===== src/hdl/tsw_pkg.sv =====
// Purpose: Shared constants and types of the two-wire serial shift port.
// Assumes: 250 MHz system clock, 8-bit register port with a 4-bit address.
// Notes: Offsets, field positions, reset values and timing counts live here only.

package tsw_pkg;

  // ************************************************************
  // Register port geometry and offsets
  // ************************************************************
  localparam int ADDR_W = 4;
  localparam int DATA_W = 8;
  localparam logic [3:0] REG_CTRL = 4'h0;
  localparam logic [3:0] REG_SHIFT = 4'h1;
  localparam logic [3:0] REG_COUNT = 4'h2;
  localparam logic [3:0] REG_IRQ_STAT = 4'h3;
  localparam logic [3:0] REG_IRQ_CLR = 4'h4;
  localparam logic [3:0] REG_IRQ_EN = 4'h5;

  // ************************************************************
  // Field positions and reset values
  // ************************************************************
  localparam int CTRL_MASTER = 0;
  localparam int CTRL_TX = 1;
  localparam int CTRL_NWT = 2;
  localparam int CTRL_ACK = 3;
  localparam int IRQ_DONE = 0;
  localparam int IRQ_ACK = 1;
  localparam int IRQ_W = 2;
  localparam logic [7:0] SHIFT_RST = 8'h00;
  localparam logic CTRL_BIT_RST = 1'b0;
  localparam logic [IRQ_W-1:0] IRQ_RST = 2'h0;

  // ************************************************************
  // Bit counter marks
  // ************************************************************
  localparam logic [3:0] CNT_ZERO = 4'h0;
  localparam logic [3:0] CNT_LAST_DATA = 4'h7;
  localparam logic [3:0] CNT_ACK_OUT = 4'h8;
  localparam logic [3:0] CNT_DONE = 4'h9;

  // ************************************************************
  // Timing of the internally generated shift clock
  // ************************************************************
  localparam int CLK_PERIOD_NS = 4;
  localparam int SCL_HALF_NS = 5000;
  localparam int SCL_HALF_CYC = (SCL_HALF_NS + CLK_PERIOD_NS - 1) / CLK_PERIOD_NS;
  localparam int DIV_W = 11;
  localparam logic [DIV_W-1:0] DIV_LAST = DIV_W'(SCL_HALF_CYC - 1);

  // ************************************************************
  // Transfer phase
  // ************************************************************
  typedef enum logic [1:0] {
    PH_IDLE = 2'b00,
    PH_DATA = 2'b01,
    PH_ACK = 2'b10
  } tsw_phase_type;

endpackage


===== src/hdl/tsw_pins_if.sv =====
// Purpose: Carries the sampled line levels and clock-line edges to the core.
// Assumes: All members are driven in the system clock domain.
// Notes: Edges are one-cycle pulses; rise and fall never coincide.
`timescale 1ns/100ps

interface tsw_pins_if;
  logic scl_lvl;
  logic sda_lvl;
  logic scl_rise;
  logic scl_fall;
  modport sense (output scl_lvl, output sda_lvl, output scl_rise, output scl_fall);
  modport core (input scl_lvl, input sda_lvl, input scl_rise, input scl_fall);
endinterface


===== src/hdl/tsw_line_sense.sv =====
// Purpose: Brings both bus lines into the clock domain and finds clock-line edges.
// Assumes: Lines change slowly against the 4 ns system clock.
// Notes: The first stage of each synchroniser feeds only the second stage.
`timescale 1ns/100ps

module tsw_line_sense (
  // Clock and reset
  input wire logic sys_clk_in,
  input wire logic reset_n_in,
  // Raw line levels
  input wire logic scl_in,
  input wire logic sda_in,
  // Cleaned levels and edges
  tsw_pins_if.sense pins
);
  import tsw_pkg::*;

  logic [1:0] raw;
  logic [1:0] meta_q;
  logic [1:0] sync_q;
  logic [1:0] last_q;

  // Index 0 is the clock line, index 1 the data line.
  assign raw = {sda_in, scl_in};

  // ************************************************************
  // Two-stage synchronisers plus a history stage
  // ************************************************************
  genvar i;
  generate
    for (i = 0; i < 2; i++) begin : g_line
      // Lines idle high, so reset to the released level to avoid a false edge.
      always_ff @(posedge sys_clk_in) begin
        if (!reset_n_in) begin
          meta_q[i] <= 1'b1;
          sync_q[i] <= 1'b1;
          last_q[i] <= 1'b1;
        end else begin
          meta_q[i] <= raw[i];
          sync_q[i] <= meta_q[i];
          last_q[i] <= sync_q[i];
        end
      end
    end
  endgenerate

  // Edges compare the settled stage with its history only.
  assign pins.scl_lvl = sync_q[0];
  assign pins.sda_lvl = sync_q[1];
  assign pins.scl_rise = sync_q[0] & ~last_q[0];
  assign pins.scl_fall = ~sync_q[0] & last_q[0];

endmodule


===== src/hdl/tsw_serial_core.sv =====
// Purpose: Shift, wait and acknowledge engine of a two-wire serial port.
// Assumes: Lines are open drain with external pull-ups; software writes
//          control and shift data only while the port waits.
// Notes: Register port answers reads one cycle later; one level interrupt.
`timescale 1ns/100ps

// How it works
// Transmit shifts MSB out on falling edges
// Every mode samples data in at LSB on rise
// Wait state pulls clock low, data released
// No-wait releases clock, follows external edges
// Hardware clears no-wait when step completes
// Receiver drives acknowledge flag after count eight
// Transmitter captures acknowledge when count becomes nine
// Bit counter counts every rising clock edge
// Select bits choose role and direction
// Master drives generated clock, slave follows
// Lines only ever driven low, open drain
module tsw_serial_core (
  // Clock and reset
  input wire logic sys_clk_in,
  input wire logic reset_n_in,
  // Register port
  input wire logic [tsw_pkg::ADDR_W-1:0] reg_addr_in,
  input wire logic [tsw_pkg::DATA_W-1:0] reg_wdata_in,
  input wire logic reg_wr_in,
  input wire logic reg_rd_in,
  output logic [tsw_pkg::DATA_W-1:0] reg_rdata_out,
  // Clock line
  input wire logic scl_in,
  output logic scl_out,
  output logic scl_oe_out,
  // Data line
  input wire logic sda_in,
  output logic sda_out,
  output logic sda_oe_out,
  // Interrupt
  output logic irq_out
);
  import tsw_pkg::*;

  // ************************************************************
  // Declarations
  // ************************************************************
  tsw_pins_if pins ();

  tsw_phase_type phase_q, phase_d;
  logic master_q, master_d;
  logic tx_q, tx_d;
  logic ack_q, ack_d;
  logic [7:0] sr_q, sr_d;
  logic [3:0] cnt_q, cnt_d;
  logic [DIV_W-1:0] div_q, div_d;
  logic gen_q, gen_d;
  logic sda_oe_q, sda_oe_d;
  logic scl_oe_q, scl_oe_d;
  logic [IRQ_W-1:0] stat_q, stat_d;
  logic [IRQ_W-1:0] en_q, en_d;
  logic irq_q, irq_d;
  logic [DATA_W-1:0] rdata_q, rdata_d;
  logic active;
  logic active_d;
  logic [IRQ_W-1:0] ev;
  logic [IRQ_W-1:0] clr;

  // Address decode shared by the write and read paths.
  function automatic logic reg_hit(input logic [ADDR_W-1:0] addr, input logic [3:0] off);
    reg_hit = (addr == off);
  endfunction

  // ************************************************************
  // Line sensing
  // ************************************************************
  tsw_line_sense u_sense (
    .sys_clk_in(sys_clk_in),
    .reset_n_in(reset_n_in),
    .scl_in(scl_in),
    .sda_in(sda_in),
    .pins(pins.sense)
  );

  // ************************************************************
  // Next-state logic
  // ************************************************************
  // One process covers the engine and the registers, because software
  // writes and line events touch the same state.
  always_comb begin
    phase_d = phase_q;
    master_d = master_q;
    tx_d = tx_q;
    ack_d = ack_q;
    sr_d = sr_q;
    cnt_d = cnt_q;
    div_d = div_q;
    gen_d = gen_q;
    sda_oe_d = sda_oe_q;
    en_d = en_q;
    rdata_d = '0;
    ev = '0;
    clr = '0;
    active = (phase_q != PH_IDLE);

    // role and direction select
    // Control and shift data writes take effect only while the port waits.
    if (reg_wr_in && reg_hit(reg_addr_in, REG_CTRL) && !active) begin
      master_d = reg_wdata_in[CTRL_MASTER];
      tx_d = reg_wdata_in[CTRL_TX];
      ack_d = reg_wdata_in[CTRL_ACK];
      if (reg_wdata_in[CTRL_NWT]) begin
        phase_d = PH_DATA;
        cnt_d = CNT_ZERO;
        // first bit presented
        sda_oe_d = reg_wdata_in[CTRL_TX] & ~sr_q[7];
      end
    end
    if (reg_wr_in && reg_hit(reg_addr_in, REG_SHIFT) && !active) begin
      sr_d = reg_wdata_in;
    end
    if (reg_wr_in && reg_hit(reg_addr_in, REG_IRQ_CLR)) begin
      clr = reg_wdata_in[IRQ_W-1:0];
    end
    if (reg_wr_in && reg_hit(reg_addr_in, REG_IRQ_EN)) begin
      en_d = reg_wdata_in[IRQ_W-1:0];
    end

    // follow external edges
    if (active && pins.scl_rise) begin
      // sample at LSB
      sr_d = {sr_q[6:0], pins.sda_lvl};
      // count rising edges
      cnt_d = cnt_q + 4'h1;
      if (cnt_q == CNT_LAST_DATA) begin
        phase_d = PH_ACK;
      end
      // capture acknowledge
      if (tx_q && cnt_q == CNT_ACK_OUT) begin
        ack_d = pins.sda_lvl;
        ev[IRQ_ACK] = 1'b1;
      end
    end else if (active && pins.scl_fall) begin
      if (cnt_q < CNT_ACK_OUT) begin
        // next bit from MSB
        sda_oe_d = tx_q & ~sr_q[7];
      end else if (cnt_q == CNT_ACK_OUT) begin
        // receiver drives acknowledge
        sda_oe_d = ~tx_q & ~ack_q;
      end else begin
        // step done, back to wait
        phase_d = PH_IDLE;
        cnt_d = CNT_ZERO;
        sda_oe_d = 1'b0;
        ev[IRQ_DONE] = 1'b1;
      end
    end

    // Internal shift clock; a peer holding the line low stretches the high phase.
    if (!master_q || !active) begin
      div_d = '0;
      gen_d = 1'b0;
    end else if (div_q == DIV_LAST) begin
      div_d = '0;
      if (!gen_q) begin
        gen_d = 1'b1;
      end else if (pins.scl_lvl) begin
        gen_d = 1'b0;
      end
    end else begin
      div_d = div_q + DIV_W'(1);
    end

    active_d = (phase_d != PH_IDLE);
    // wait holds clock low
    if (!active_d) begin
      sda_oe_d = 1'b0;
      scl_oe_d = 1'b1;
    end else begin
      // master drives clock
      scl_oe_d = master_d & ~gen_d;
    end

    // Hardware set wins over a clear in the same cycle.
    stat_d = (stat_q & ~clr) | ev;
    irq_d = |(stat_d & en_d);

    // Read data stands for exactly one cycle after the strobe.
    if (reg_rd_in) begin
      if (reg_hit(reg_addr_in, REG_CTRL)) begin
        rdata_d[CTRL_MASTER] = master_q;
        rdata_d[CTRL_TX] = tx_q;
        rdata_d[CTRL_NWT] = active;
        rdata_d[CTRL_ACK] = ack_q;
      end else if (reg_hit(reg_addr_in, REG_SHIFT)) begin
        rdata_d = sr_q;
      end else if (reg_hit(reg_addr_in, REG_COUNT)) begin
        rdata_d[3:0] = cnt_q;
      end else if (reg_hit(reg_addr_in, REG_IRQ_STAT)) begin
        rdata_d[IRQ_W-1:0] = stat_q;
      end else if (reg_hit(reg_addr_in, REG_IRQ_EN)) begin
        rdata_d[IRQ_W-1:0] = en_q;
      end
    end
  end

  // ************************************************************
  // State registers
  // ************************************************************
  always_ff @(posedge sys_clk_in) begin
    if (!reset_n_in) begin
      phase_q <= PH_IDLE;
      master_q <= CTRL_BIT_RST;
      tx_q <= CTRL_BIT_RST;
      ack_q <= CTRL_BIT_RST;
      sr_q <= SHIFT_RST;
      cnt_q <= CNT_ZERO;
      div_q <= '0;
      gen_q <= 1'b0;
      sda_oe_q <= 1'b0;
      scl_oe_q <= 1'b1;
      stat_q <= IRQ_RST;
      en_q <= IRQ_RST;
      irq_q <= 1'b0;
      rdata_q <= '0;
    end else begin
      phase_q <= phase_d;
      master_q <= master_d;
      tx_q <= tx_d;
      ack_q <= ack_d;
      sr_q <= sr_d;
      cnt_q <= cnt_d;
      div_q <= div_d;
      gen_q <= gen_d;
      sda_oe_q <= sda_oe_d;
      scl_oe_q <= scl_oe_d;
      stat_q <= stat_d;
      en_q <= en_d;
      irq_q <= irq_d;
      rdata_q <= rdata_d;
    end
  end

  // ************************************************************
  // Outputs
  // ************************************************************
  // drive only low levels
  assign scl_out = 1'b0;
  assign sda_out = 1'b0;
  assign scl_oe_out = scl_oe_q;
  assign sda_oe_out = sda_oe_q;
  assign irq_out = irq_q;
  assign reg_rdata_out = rdata_q;
endmodule


===== config.mk =====
export PLATFORM = sky130hd
export DESIGN_NAME = tsw_serial_core
export DESIGN_NICKNAME = d
export VERILOG_FILES = /design/src/hdl/tsw_pkg.sv /design/src/hdl/tsw_pins_if.sv /design/src/hdl/tsw_line_sense.sv /design/src/hdl/tsw_serial_core.sv
export SDC_FILE = /design/constraint.sdc
export NUM_CORES = 1
export LEC_CHECK = 0
export ABC_AREA = 1
export CORE_UTILIZATION = 50
export CTS_BUF_LIST = sky130_fd_sc_hd__clkbuf_8 sky130_fd_sc_hd__clkbuf_16
export DETAILED_ROUTE_END_ITERATION = 12
export DONT_BUFFER_PORTS = 1
export PLACE_DENSITY_LB_ADDON = 0.25
export SYNTH_ARGS = -nofsm -noshare
export SYNTH_HDL_FRONTEND = slang
export SYNTH_HIERARCHICAL = 1
export SYNTH_SLANG_ARGS = --single-unit

===== constraint.sdc =====
create_clock -name sys_clk_in -period 1.35 [get_ports sys_clk_in]
set_clock_uncertainty 0.1 [all_clocks]
set_input_delay 0.2025 -clock sys_clk_in [delete_from_list [all_inputs] [get_ports sys_clk_in]]
set_output_delay 0.2025 -clock sys_clk_in [all_outputs]
set_load 0.005 [all_outputs]

==> results.py <==
metrics = {
    "sta": {
        "period_needed_ns": 1.42,
        "hold_violations": 0,
        "setup_viol": 10,
        "fin_ws_ns": -0.0662,
        "finalSetupTns_ns": -0.297,
        "post-route-period-util_pct": 105,
        "slew_headroom_pct": 54.2,
        "rsz0062_at_grt": "yes",
        "slew_viol_final": 0,
        "worst_slew_pin_slew_ns": 0.687,
        "fmax_ghz": 0.706,
    },
    "detailed_routing": {
        "viasPerCell": 5.42,
        "drt_iter0_drc": 216,
        "post_drt_wl_per_cell_um": 15.0,
        "drc": 0,
        "drt_pass1_iterations": 5,
        "vias": 2287,
        "wl_mm": 6.35,
        "final_antenna_net_count": 0,
    },
    "global_routing": {
        "grt_pass1_vias": 1913,
        "grt_max_degree": 17,
        "grt-ovfl-total": 0,
        "grt_pass1_wl_mm": 8.82,
        "grt_use_total_pct": 23.0,
        "antenna_found_initial": 0,
    },
    "clock_network": {
        "clk_path_buf_depth": 2,
        "htree_levels": 2,
        "clk_pin_slew_ns": 0.10,
        "cts_tree": "yes",
        "clock-sinks": 49,
        "cts_buffers": 5,
        "clock_latency_ns": 0.32,
        "cts_root_buffer": "clkbuf_8",
    },
    "critical_path": {
        "worst_setup_path_start_kind": "register",
        "worst_r2r_endpoint": "sr_q[4]",
        "ff2ff_path_depth": 8,
        "path_class": "reg -> reg",
        "r2r_slack_ns": -0.07,
        "reg2reg_from": "u_sense/pins.scl_lvl",
        "required_ns": 1.50,
        "worst_setup_path_end_kind": "register",
        "cp_max_fo": 6,
        "crit_arrival_ns": 1.57,
    },
    "floorplanning": {
        "initial_core_util_pct": 52.7,
        "std_cell_rows": 24,
        "die-area_sq_um": 4900,
        "num_io_pins": 31,
        "die_w_um": 70.0,
        "die_h_um": 70.0,
        "core_sq_um": 4380,
    },
    "logic_synthesis": {
        "netlist_top_cells_area": "dfxtp_1, nand2_1, nor2_1",
        "async_reset_ff_share_pct": 0,
        "synth_seq_area_share_pct": 42.4,
        "yosys_warnings": 6,
        "synth_seq_cells": 49,
        "synthCells": 323,
        "synth_top_area_share_pct": 42.4,
        "avgSynthCellArea_sq_um": 7.15,
        "synthFlopType": "dfxtp_1",
        "synth_area_sq_um": 2310,
        "ys_types": 35,
        "synth_top_cell_by_area": "dfxtp_1",
        "synth_edf_count": 0,
    },
    "worst_hold_path": {
        "hold_end": "sr_q[3]",
        "min_path_type": "in -> reg",
        "hold_path_depth": 4,
        "worstHoldStart": "reg_wdata_in[3]",
    },
    "cells_and_area": {
        "drive_above_1_share_pct": 31.6,
        "antennaDiodeCount": 0,
        "syn_to_final_growth_pct": 36.2,
        "nNetsFinal": 391,
        "fin_cells": 422,
    },
    "outcome": {
        "violations": "negative setup slack",
        "status": "finished, violations left",
    },
    "power": {
        "p_per_area_nw_per_um2": 943,
        "pwr-share-comb_pct": 6.4,
        "netSwitchingFraction_pct": 22.9,
        "peakVddDrop_mv": 0.875,
        "intPower_uw": 2290,
        "leakagePower_uw": 0.00128,
        "netSwitchingPower_uw": 679,
        "clockPowerShare_pct": 43.8,
        "power_frac_seq_pct": 49.8,
    },
    "placement": {
        "dp_cells": 394,
        "port_buffers": 0,
        "place_hpwl_mm": 3.76,
        "globalplace.congestion": 0.873,
        "pre_cts_ws_ns": -0.0926,
    },
    "flow_run": {
        "cap_violations": 0,
    },
}
Yosys cell counts (4+ instances only):
cell type,number
nand2_1,71
dfxtp_1,49
nor2_1,48
inv_1,39
o21ai_0,20
nand3_1,18
a21oi_1,11
nand4_1,7
o21ai_1,5
a31oi_1,4
ha_1,4
inv_2,4
nand2_2,4
nor3_1,4
worst max path at each step:
| stage | startpoint | to | cells after the start |
|---|---|---|---|
| CTS | div_q[1] | scl_oe_out | 9 |
| global route | div_q[0] | div_q[8] | 6 |
| finish | u_sense/pins.scl_lvl | sr_q[4] | 8 |
| detailed placement | div_q[0] | div_q[9] | 6 |
| floorplan | cnt_q[0] | sda_oe_out | 8 |
| global placement | phase_q[1] | scl_oe_out | 8 |
area by class of cell:
cell class	count	area, sq um
flip-flops and latches	49	1000
clock buffers	5	68.8
fillers	337	1240
multi-input cells	225	1350
inverters	43	174
well taps	52	65.1
clock inverters	3	68.8
repair buffers	45	417
per-layer routing:
metal	vias to the layer above	GRT usage (%)	wire length (um)
li1	1120	-	-
met1	1063	30.4	2700
met2	88	37.3	3130
met3	16	4.47	380
met4	0	8.67	143
met5	-	0	0
critical path, cell delays in order, from the launching register on:
cell	delay, ns
dfxtp_2	0.34
inv_2	0.05
nor2_4	0.17
nand2_8	0.10
buf_12	0.15
nand2_8	0.09
buf_6	0.11
o21ai_2	0.05
nor2_1	0.17
registers in the layout, summed over array words and instances, names as in the netlist, 2 cells and up:
name,cells
stat_q,2
cnt_q,4
phase_q,2
reg_rdata_out,8
u_sense/meta_q,2
div_q,11
en_q,2
sr_q,8
timing repair:
action / in CTS / in global routing
setup endpoints to repair: 26 / 32
hold buffers: 11 / 0
pin swaps: 7 / 25
buffers inserted: 1 / 7
resized for setup: 21 / 67
gates cloned: 0 / 1
endpoints found under the hold margin: 22 / 0
cell usage in the layout (no fill, tap or decap), types with 4 or more instances in the layout:
cell,synthesis,final
nand4_1,7,7
a21oi_1,11,7
dlygate4sd3_1,0,10
o21ai_0,20,15
a31oi_1,4,4
nand2_2,4,4
buf_4,3,27
dfxtp_1,49,34
o21ai_1,5,4
inv_2,4,7
buf_6,1,5
dfxtp_2,0,13
o21ai_2,0,6
nor2_2,3,6
inv_1,39,32
nand3_1,18,13
clkbuf_8,0,5
nand2_1,71,67
a21oi_2,2,5
nor2_1,48,41
nand3_2,2,6
nor2_4,1,5
metrics by stage:
step	utilization (%)	cell area (sq um)	hold slack (ns)	power (uW)
floorplan	-	2320	0.171	1600
global placement	57.8	2540	0.174	1630
detailed placement	57.8	2540	0.176	1630
CTS	65.1	2850	0.0161	2920
global route	71.8	3150	0.0303	3030
finish	71.8	3150	0.0185	2970
kinds of logic after synthesis:
family | synth area share [%]
simple gates | 33.0
buf+inv | 9.04
flops | 42.4
compound gates | 11.6
xor+xnor | 1.52
fa+ha+maj | 2.17
other cells | 0.162
power groups by stage:
stage | clock (uW) | combinational, uW | sequential [uW]
after floorplan | 0 | 95.7 | 1510
after global placement | 0 | 119 | 1510
after detailed placement | 0 | 121 | 1510
after CTS | 1290 | 161 | 1480
after global routing | 1340 | 204 | 1480
final | 1300 | 190 | 1480
No activity file was read; power rests on OpenSTA's default activity.
